<file path="config.mk">
export PLATFORM = sky130hd
export DESIGN_NAME = bic_branch_ctrl
export DESIGN_NICKNAME = d
export VERILOG_FILES = /design/src/hw/bic_pkg.sv /design/src/hw/bic_cond_eval.sv /design/src/hw/bic_branch_ctrl.sv
export SDC_FILE = /design/constraint.sdc
export NUM_CORES = 1
export LEC_CHECK = 0
export BUFFER_PORTS_ARGS = -buffer_cell sky130_fd_sc_hd__buf_2
export CAP_MARGIN = 10
export CORE_MARGIN = 8
export CORE_UTILIZATION = 55
export CTS_BUF_LIST = sky130_fd_sc_hd__clkbuf_8
export DETAILED_ROUTE_END_ITERATION = 10
export PLACE_DENSITY_LB_ADDON = 0.08
export SYNTH_ARGS = -nofsm -noshare
export SYNTH_HDL_FRONTEND = slang
export SYNTH_SLANG_ARGS = --single-unit
</file>
<file path="constraint.sdc">
create_clock -name clk -period 4.1 [get_ports clk]
set_clock_uncertainty 0.05 [all_clocks]
set_input_delay 0.82 -clock clk [delete_from_list [all_inputs] [get_ports clk]]
set_output_delay 0.82 -clock clk [all_outputs]
set_load 0.1 [all_outputs]
</file>
<file path="src/hw/bic_pkg.sv">
// Shared types and constants for the branch and if-then control block
package bic_pkg;

  localparam int ADDR_W = 32;
  localparam int OFF_W = 25;
  localparam int NARROW_OFF_W = 21;
  localparam int CB_OFF_W = 7;
  localparam int IT_W = 8;

  localparam logic [3:0] COND_EQ = 4'h0;
  localparam logic [3:0] COND_NE = 4'h1;
  localparam logic [3:0] COND_CS = 4'h2;
  localparam logic [3:0] COND_CC = 4'h3;
  localparam logic [3:0] COND_MI = 4'h4;
  localparam logic [3:0] COND_PL = 4'h5;
  localparam logic [3:0] COND_VS = 4'h6;
  localparam logic [3:0] COND_VC = 4'h7;
  localparam logic [3:0] COND_HI = 4'h8;
  localparam logic [3:0] COND_LS = 4'h9;
  localparam logic [3:0] COND_GE = 4'hA;
  localparam logic [3:0] COND_LT = 4'hB;
  localparam logic [3:0] COND_GT = 4'hC;
  localparam logic [3:0] COND_LE = 4'hD;
  localparam logic [3:0] COND_AL = 4'hE;

  localparam int FLAG_N = 3;
  localparam int FLAG_Z = 2;
  localparam int FLAG_C = 1;
  localparam int FLAG_V = 0;

  localparam logic [ADDR_W-1:0] PC_AHEAD = 32'h0000_0004;
  localparam logic [ADDR_W-1:0] SIZE_NARROW = 32'h0000_0002;
  localparam logic [ADDR_W-1:0] SIZE_WIDE = 32'h0000_0004;
  localparam logic [IT_W-1:0] IT_RESET = 8'h00;
  localparam logic [2:0] IT_LAST_SLOT = 3'h0;
  localparam logic [3:0] IT_MASK_NONE = 4'h0;

  typedef enum logic [3:0] {
    OP_OTHER = 4'b0000,
    OP_B = 4'b0001,
    OP_BCOND = 4'b0010,
    OP_BL = 4'b0011,
    OP_BX = 4'b0100,
    OP_BLX = 4'b0101,
    OP_CBZ = 4'b0110,
    OP_COMPARE_BRANCH_IF_NONZERO = 4'b0111,
    OP_IT = 4'b1000,
    OP_BREAKPOINT_INSTRUCTION = 4'b1001
  } bic_op_t;

  typedef struct packed {
    logic valid;
    bic_op_t op;
    logic [3:0] cond;
    logic [3:0] it_mask;
    logic [OFF_W-1:0] offset;
    logic [ADDR_W-1:0] rm_value;
    logic [ADDR_W-1:0] pc;
    logic wide;
  } bic_instr_t;

  typedef struct packed {
    logic branch_valid;
    logic [ADDR_W-1:0] target;
    logic link_we;
    logic [ADDR_W-1:0] link_data;
    logic usage_fault;
    logic breakpoint;
    logic flags_we;
  } bic_result_t;

endpackage : bic_pkg

</file>
<file path="src/hw/bic_cond_eval.sv">
// Condition code evaluation against the flags
`timescale 1ns/10ps
module bic_cond_eval (
  input wire logic [3:0] cond,
  input wire logic [3:0] flags,
  output logic pass
);

  logic n;
  logic z;
  logic c;
  logic v;

  always_comb begin
    n = flags[bic_pkg::FLAG_N];
    z = flags[bic_pkg::FLAG_Z];
    c = flags[bic_pkg::FLAG_C];
    v = flags[bic_pkg::FLAG_V];
    case (cond)
      bic_pkg::COND_EQ: pass = z;
      bic_pkg::COND_NE: pass = !z;
      bic_pkg::COND_CS: pass = c;
      bic_pkg::COND_CC: pass = !c;
      bic_pkg::COND_MI: pass = n;
      bic_pkg::COND_PL: pass = !n;
      bic_pkg::COND_VS: pass = v;
      bic_pkg::COND_VC: pass = !v;
      bic_pkg::COND_HI: pass = c && !z;
      bic_pkg::COND_LS: pass = !c || z;
      bic_pkg::COND_GE: pass = (n == v);
      bic_pkg::COND_LT: pass = (n != v);
      bic_pkg::COND_GT: pass = !z && (n == v);
      bic_pkg::COND_LE: pass = z || (n != v);
      // Always, and the unused code, pass
      default: pass = 1'b1;
    endcase
  end

endmodule : bic_cond_eval

</file>
<file path="src/hw/bic_branch_ctrl.sv">
// Branch group and if-then block execution logic
`timescale 1ns/10ps
// Notes on behaviour
// - Register branch target clears bit zero
// - Link forms store next instruction address
// - Register branch with bit zero clear faults
// - Conditional branch outside block reaches 1 MB
// - Conditional branch inside block reaches 16 MB
// - Compare branch tests zero, flags untouched
// - Prefix makes one to four slots conditional
// - Then keeps condition, else inverts it
// - Breakpoint in block always executes
// - Exceptions allowed around block, state saved
// - Exception return resumes partial block
module bic_branch_ctrl (
  input wire logic clk,
  input wire logic reset_n,
  input wire bic_pkg::bic_instr_t instr,
  input wire logic [3:0] flags,
  input wire logic exc_entry,
  input wire logic exc_return,
  input wire logic [bic_pkg::IT_W-1:0] restore_it,
  output bic_pkg::bic_result_t result,
  output logic [bic_pkg::IT_W-1:0] it_state,
  output logic [bic_pkg::IT_W-1:0] saved_it,
  output logic in_block
);

  typedef struct packed {
    logic [bic_pkg::IT_W-1:0] it;
    logic [bic_pkg::IT_W-1:0] saved;
    bic_pkg::bic_result_t res;
  } bic_state_t;

  bic_state_t state_reg;
  bic_state_t state_next;
  logic blk_active;
  logic [3:0] eff_cond;
  logic cond_pass;

  // Sign extends a branch offset, keeping only the reach of the form
  function automatic logic [bic_pkg::ADDR_W-1:0] bic_sext(
    input logic [bic_pkg::OFF_W-1:0] off,
    input logic narrow
  );
    logic [bic_pkg::ADDR_W-1:0] wide_v;
    logic [bic_pkg::ADDR_W-1:0] narrow_v;
    wide_v = {{(bic_pkg::ADDR_W-bic_pkg::OFF_W){off[bic_pkg::OFF_W-1]}}, off};
    narrow_v = {{(bic_pkg::ADDR_W-bic_pkg::NARROW_OFF_W){off[bic_pkg::NARROW_OFF_W-1]}},
                off[bic_pkg::NARROW_OFF_W-1:0]};
    return narrow ? narrow_v : wide_v;
  endfunction : bic_sext

  // Shifts the slot mask on; an empty remainder ends the block
  function automatic logic [bic_pkg::IT_W-1:0] bic_it_advance(
    input logic [bic_pkg::IT_W-1:0] it
  );
    logic [bic_pkg::IT_W-1:0] nx;
    nx = bic_pkg::IT_RESET;
    if (it[2:0] != bic_pkg::IT_LAST_SLOT) begin
      nx = {it[7:5], it[3:0], 1'b0};
    end
    return nx;
  endfunction : bic_it_advance

  function automatic logic [bic_pkg::ADDR_W-1:0] bic_next_pc(
    input bic_pkg::bic_instr_t ins
  );
    return ins.pc + (ins.wide ? bic_pkg::SIZE_WIDE : bic_pkg::SIZE_NARROW);
  endfunction : bic_next_pc

  assign blk_active = (state_reg.it[3:0] != bic_pkg::IT_MASK_NONE);

  // Inside a block the slot condition rules; outside only the conditional branch has one
  always_comb begin
    if (blk_active) begin
      eff_cond = state_reg.it[7:4];
    end else if (instr.op == bic_pkg::OP_BCOND) begin
      eff_cond = instr.cond;
    end else begin
      eff_cond = bic_pkg::COND_AL;
    end
  end

  bic_cond_eval u_cond (
    .cond(eff_cond),
    .flags(flags),
    .pass(cond_pass)
  );

  always_comb begin
    state_next = state_reg;
    state_next.res = '0;
    // Condition flags are never written by this group
    state_next.res.flags_we = 1'b0;
    if (exc_return) begin
      // Exception return is the only way back into a partly run block
      state_next.it = restore_it;
    end else if (exc_entry) begin
      state_next.saved = state_reg.it;
      state_next.it = bic_pkg::IT_RESET;
    end else if (instr.valid) begin
      if (blk_active && instr.op != bic_pkg::OP_IT) begin
        // A branch in the last slot also ends the block here
        state_next.it = bic_it_advance(state_reg.it);
      end
      case (instr.op)
        bic_pkg::OP_IT: begin
          // A nested prefix is not allowed, so it is ignored inside a block
          if (!blk_active) begin
            state_next.it = {instr.cond, instr.it_mask};
          end
        end
        bic_pkg::OP_B, bic_pkg::OP_BCOND, bic_pkg::OP_BL: begin
          if (cond_pass) begin
            state_next.res.branch_valid = 1'b1;
            // Narrow reach only for the conditional form outside a block
            state_next.res.target = instr.pc + bic_pkg::PC_AHEAD
              + bic_sext(instr.offset,
                         (instr.op == bic_pkg::OP_BCOND) && !blk_active);
            if (instr.op == bic_pkg::OP_BL) begin
              state_next.res.link_we = 1'b1;
              state_next.res.link_data = bic_next_pc(instr);
            end
          end
        end
        bic_pkg::OP_BX, bic_pkg::OP_BLX: begin
          if (cond_pass) begin
            if (!instr.rm_value[0]) begin
              state_next.res.usage_fault = 1'b1;
            end else begin
              state_next.res.branch_valid = 1'b1;
              state_next.res.target = {instr.rm_value[bic_pkg::ADDR_W-1:1], 1'b0};
              if (instr.op == bic_pkg::OP_BLX) begin
                state_next.res.link_we = 1'b1;
                state_next.res.link_data = bic_next_pc(instr);
              end
            end
          end
        end
        bic_pkg::OP_CBZ, bic_pkg::OP_COMPARE_BRANCH_IF_NONZERO: begin
          // Forward only: offset is unsigned
          if ((instr.rm_value == '0) == (instr.op == bic_pkg::OP_CBZ)) begin
            state_next.res.branch_valid = 1'b1;
            state_next.res.target = instr.pc + bic_pkg::PC_AHEAD
              + {{(bic_pkg::ADDR_W-bic_pkg::CB_OFF_W){1'b0}},
                 instr.offset[bic_pkg::CB_OFF_W-1:0]};
          end
        end
        bic_pkg::OP_BREAKPOINT_INSTRUCTION: begin
          state_next.res.breakpoint = 1'b1;
        end
        default: begin
        end
      endcase
    end
  end

  always_ff @(posedge clk or negedge reset_n) begin
    if (!reset_n) begin
      state_reg <= '0;
    end else begin
      state_reg <= state_next;
    end
  end

  assign result = state_reg.res;
  assign it_state = state_reg.it;
  assign saved_it = state_reg.saved;
  assign in_block = blk_active;

  logic past_quiet;
  assign past_quiet = !exc_entry && !exc_return;
endmodule : bic_branch_ctrl

</file>
### Word-level counts from Yosys, hierarchy flattened

Cells that the tools add are included.

* $add $sub $neg: 4
* eq/ne operators: 26
* mux-type cells: 26
* bitwise gates (word level): 1
* reductions and logical operators: 20

Operators with widths (count)
* 2-to-1 mux 68 bit: 3
* 2-to-1 mux 66 bit: 2
* 2-to-1 mux 33 bit: 3
* case mux 33 bit (3 select lines): 1
* 2-to-1 mux 67 bit: 1
* case mux 33 bit (2 select lines): 1
* 2-to-1 mux 8 bit: 7
* adder 32 x 3 -> 32 bit: 1
* adder 32 x 3 -> 32 bit (second input constant): 1
* adder 32 bit: 1
* adder 32 x 7 -> 32 bit: 1
* == test 4 x 3 -> 1 bit (second input constant): 8
* == test 4 bit (second input constant): 8
* logical NOT 32 bit: 1
* 2-to-1 mux 32 bit: 1
* == test 4 x 2 -> 1 bit (second input constant): 4
* case mux 1 bit (14 select lines): 1
* == test 4 x 1 -> 1 bit (second input constant): 2
* 2-to-1 mux 4 bit: 2
* nonzero test 3 bit: 2
* logical NOT 1 bit: 5
* logical AND 1 bit: 4
* logical NOT 4 bit: 1
* != test 4 bit (second input constant): 1
* 10 further kinds: 15

* register bits after elaboration: 84
* input bits: 119
* output and inout bits: 86
* logic and storage cells: 85

### Depth between registers and ports, before layout

* word-level depth: 10
* mapped depth: 17

### Modules after synthesis

A second synthesis with hierarchy kept.

* cells, all modules: 845
* area total of the unflattened synthesis: 7055.5 um2

Modules (own cells, without submodules)
* bic_branch_ctrl: times used 1, cells an instance 822, area an instance 6890.4 um2, sequential area each 2102.0 um2
* bic_cond_eval: times used 1, cells an instance 23, area an instance 165.2 um2, sequential area each 0.0 um2

### Least setup slack after synthesis

No wires, ideal clock.

* path kind: input -> register
* from: input instr[11] in the netlist's numbering
* to: register state_reg, in the netlist result[64]
* library setup time: 135 ps
* data arrival time: 4053 ps
* data required time: 3915 ps
* path slack: -138 ps
* cell stages on the path: 15
* path buffers: 2
* cell sequence: clkbuf_8 > nand4_1 > or4_4 > buf_6 > xnor2_1 > ha_1 > a21o_1 > a21o_1 > a21oi_1 > o21ai_0 > a221o_1 > a31o_2 > o41ai_1 > xor2_1 > o22ai_1

RTL lines
* start, declared: line bic_branch_ctrl.sv:18 `input wire bic_pkg::bic_instr_t instr,`
* end signal, assigned: line bic_branch_ctrl.sv:163 `state_reg <= state_next;`
* end, declared: line bic_branch_ctrl.sv:35 `bic_state_t state_reg;`

==> impl_results.md <==
* Tot GR Track Use at 25.54%
* Total power at 2.507 mW
* Avg Inst Size Synth at 8.325 um2
* Reg2reg end: result[67]
* Worst skew pair latency at 0.37 ns
* Fin nets at 1,316
* Area Overhead vs Synth at 27.47%
* Max Cap Viol at 0
* Buf/Inv on CP at 1
* Crit-path max FO at 5
* Hold_sp: saved_it[4]
* Post-Synthesis Cells at 878
* Die area at 17,230 um2
* Synth unique cells at 88
* Gr ovfl total at 0
* Initial core utilization at 55.64%
* Worst-path cell chain: buf_2 > nand4_1 > or4_4 > xnor2_2 > ha_1 > a21o_1 > a21o_1 > a21oi_2 > o21ai_0 > a221o_1 > a31o_2 > o41ai_2 > xor2_1 > o22ai_1
* HP Class: register to register
* Share of cells above drive strength 1 at 32.01%
* CP delay by family, top: compound AO/OA/AOI/OAI gates
* Register area at 2102 um2
* Period utilization at 93.90%
* Seq/Total Area, Yosys at 28.76%
* Drt via density at 5.567
* Placed cell areas at 9105 um2
* Setup TNS Final at 0 ns
* Die height at 131.3 um
* Crit path depth at 14
* Static Leak at 4.530 nW
* Drt total wl at 22,400 um
* Flops & latches, synth at 84
* N_diodes at 0
* CP Class: primary input to register
* Residual DRC at 0
* Peak supply drop at 0.1475 mV
* Drt pass-1 iters at 5
* Critical Path RT at 4.25 ns
* Dpl hpwl at 18,390 um
* Area of the multi-input gates at 4823 um2
* CP Launch Type: primary input
* Post-CTS Setup Repair Bufs at 0
* Syn nets at 1,037
* Ys async rst share at 100.0%
* GP Congestion at 0.9318
* Root Driver: clkbuf_8
* Post-CTS sizing at 0
* Vias post-DR at 7,448
* CTS tree: done
* Worst r2r src: it_state[1]
* Number of CTS-inserted buffers at 9
* Final Util at 70.92%
* Maximum root-to-sink buffer count at 2
* Area of the mapped netlist at 7310 um2
* Slowest Stage Delay on Critical Path at 0.62 ns
* First-pass GRT wire length at 36,740 um
* Slowest-stage cell, CP: or4_4
* Warnings, synthesis at 0
* Design area at 9318 um2
* Buffers on Ports at 203
* DRT antenna net count at 0
* CP endpoint kind: register
* Slew headroom at 28.70%
* Starting DRC count in detailed routing at 517
* Least-Margin Pin Slew at 1.070 ns
* R2r setup slk at 0.65 ns
* Setup crit start: instr[11]
* Max Slew Vio Count at 0
* Final hold vios at 0
* Drt wl/cell at 16.74 um
* Setup violations, final at 0
* CTS Hold Bufs at 0
* EDFF count, synth at 0
* Data arrival time of the critical path at 4.00 ns
* Fillers at 1,113
* Worst Hold Slack at 0.4481 ns
* IO Count at 205
* H-tree lvl count at 3
* Worst Reg-to-Reg Cells at 13
* PD cells at 269.1 nW/um2
* Core area at 13,140 um2
* Most common flop cell mapped by yosys: dfrtp_1
* Critical Path Most Common Cell: a21o_1
* Std-Cell Rows at 42
* Num Clock Sinks at 84
* Outcome: finished clean
* Upper clock frequency limit at 259.7 MHz
* Largest net degree at the start of global routing at 85
* Die width at 131.3 um
* Setup crit end: result[64]
* RSZ-0062 raised after global routing: no
* Clk slew on worst S/H paths at 0.09 ns
* Antenna violations before repair at 3
* Period minus WS final at 3.850 ns
* Vias in the first global route at 7,406
-- worst min-delay path by stage --
stage | cells after the start | to | slack [ns]
final | 2 | saved_it[4] | 0.45
after global routing | 2 | saved_it[4] | 0.48
after CTS | 2 | saved_it[4] | 0.45
after detailed placement | 2 | saved_it[4] | 0.43
after global placement | 2 | saved_it[0] | 0.41
after floorplan | 0 | it_state[0] | 0.47
-- synth_stat cells (all sizes together), types with 6 or more instances --
cell / number / area [um2]
a222oi: 9 / 90.09
and4: 9 / 83.83
nand2b: 9 / 56.30
nor4: 17 / 142.6
dfrtp: 84 / 2102
nor3: 29 / 145.1
clkbuf: 23 / 130.1
xnor2: 59 / 554.3
and2: 8 / 50.05
buf: 19 / 151.4
inv: 31 / 116.4
nor2: 113 / 434.2
nand4: 14 / 123.9
o21ai: 37 / 185.2
a31oi: 8 / 50.05
o21a: 6 / 45.04
a21oi: 55 / 275.3
nand3: 34 / 170.2
a21o: 14 / 108.9
mux2: 8 / 90.09
nand2: 89 / 334.1
ha: 38 / 475.5
or3: 10 / 63.81
and3: 7 / 43.79
a22oi: 22 / 165.2
xor2: 41 / 377.9
-- cell type report --
cell class | instances | share of cell area (%)
flip-flops and latches | 84 | 22.56
clock buffers | 9 | 1.329
clock inverters | 7 | 0.8863
repair buffers | 312 | 19.85
inverters | 31 | 1.249
multi-input cells | 719 | 51.77
well taps | 176 | 2.363
-- sequential cells by signal, indices dropped and copies added, names as in the netlist --
register	flops
saved_it	8
it_state	8
result	68
-- cell families (layout without fill, tap and decap cells) --
kind of cell               count (synthesis)  count (layout)  synth area share [%]
and+or+nand+nor                          364             364                 25.32
AOI/OAI and AO/OA                        202             202                 18.59
xor gates and xnor gates                 100             100                 12.75
other                                      1               1               0.05130
muxes                                     12              12                 1.780
buffers and inverters                     75             359                 5.700
DFF                                       84              84                 28.76
adders and majority gates                 40              40                 7.052
-- per-layer routing --
| layer | track usage [%] | wire length (um) | vias up |
|---|---|---|---|
| li1 | - | - | 3714 |
| met1 | 34.30 | 10140 | 3387 |
| met2 | 39.44 | 9648 | 300 |
| met3 | 6.441 | 2117 | 41 |
| met4 | 8.168 | 466 | 6 |
| met5 | 0 | 28 | - |
-- per-stage QoR --
stage,setup slack (ns),cells
floorplan,0.0007971,878
global placement,-0.07438,1322
detailed placement,-0.1240,1322
CTS,0.2758,1338
global route,0.04369,1338
finish,0.2499,1338
-- cell usage in the layout, fill, tap and decap left out, types with 6 or more instances in the layout --
cell type / netlist / final
dfrtp_1: 84 / 84
a21oi_1: 55 / 54
and3_1: 7 / 7
nor2_1: 111 / 110
nor3_1: 29 / 28
or3_1: 9 / 9
o21ai_0: 36 / 35
inv_1: 30 / 30
o21a_1: 6 / 6
clkbuf_8: 4 / 9
nor4_1: 14 / 14
ha_1: 38 / 38
nand4_1: 11 / 11
buf_2: 6 / 202
a222oi_1: 9 / 9
a21o_1: 11 / 11
a22oi_1: 22 / 22
xnor2_1: 57 / 56
and2_1: 7 / 7
nand2b_1: 9 / 9
buf_4: 7 / 109
mux2_2: 8 / 8
nand3_1: 34 / 34
xor2_1: 40 / 40
a31oi_1: 8 / 8
nand2_1: 89 / 89
-- power by group --
group,total [mW],internal (mW),switching [mW]
Sequential,0.872,0.850,0.0217
Clock,0.636,0.291,0.345
Combinational,0.999,0.372,0.627
-- worst reg2reg max path, stage by stage, from the launching register on --
cell	delay, ns
dfrtp_1	0.49
nor4_4	0.27
buf_4	0.23
nand2_1	0.20
a21oi_1	0.30
inv_1	0.20
ha_1	0.38
o21ai_0	0.10
a21oi_1	0.26
o21ai_1	0.15
o211ai_1	0.24
a21oi_1	0.09
o21ai_0	0.20
a31oi_1	0.10
No activity file was read; power rests on OpenSTA's default activity.
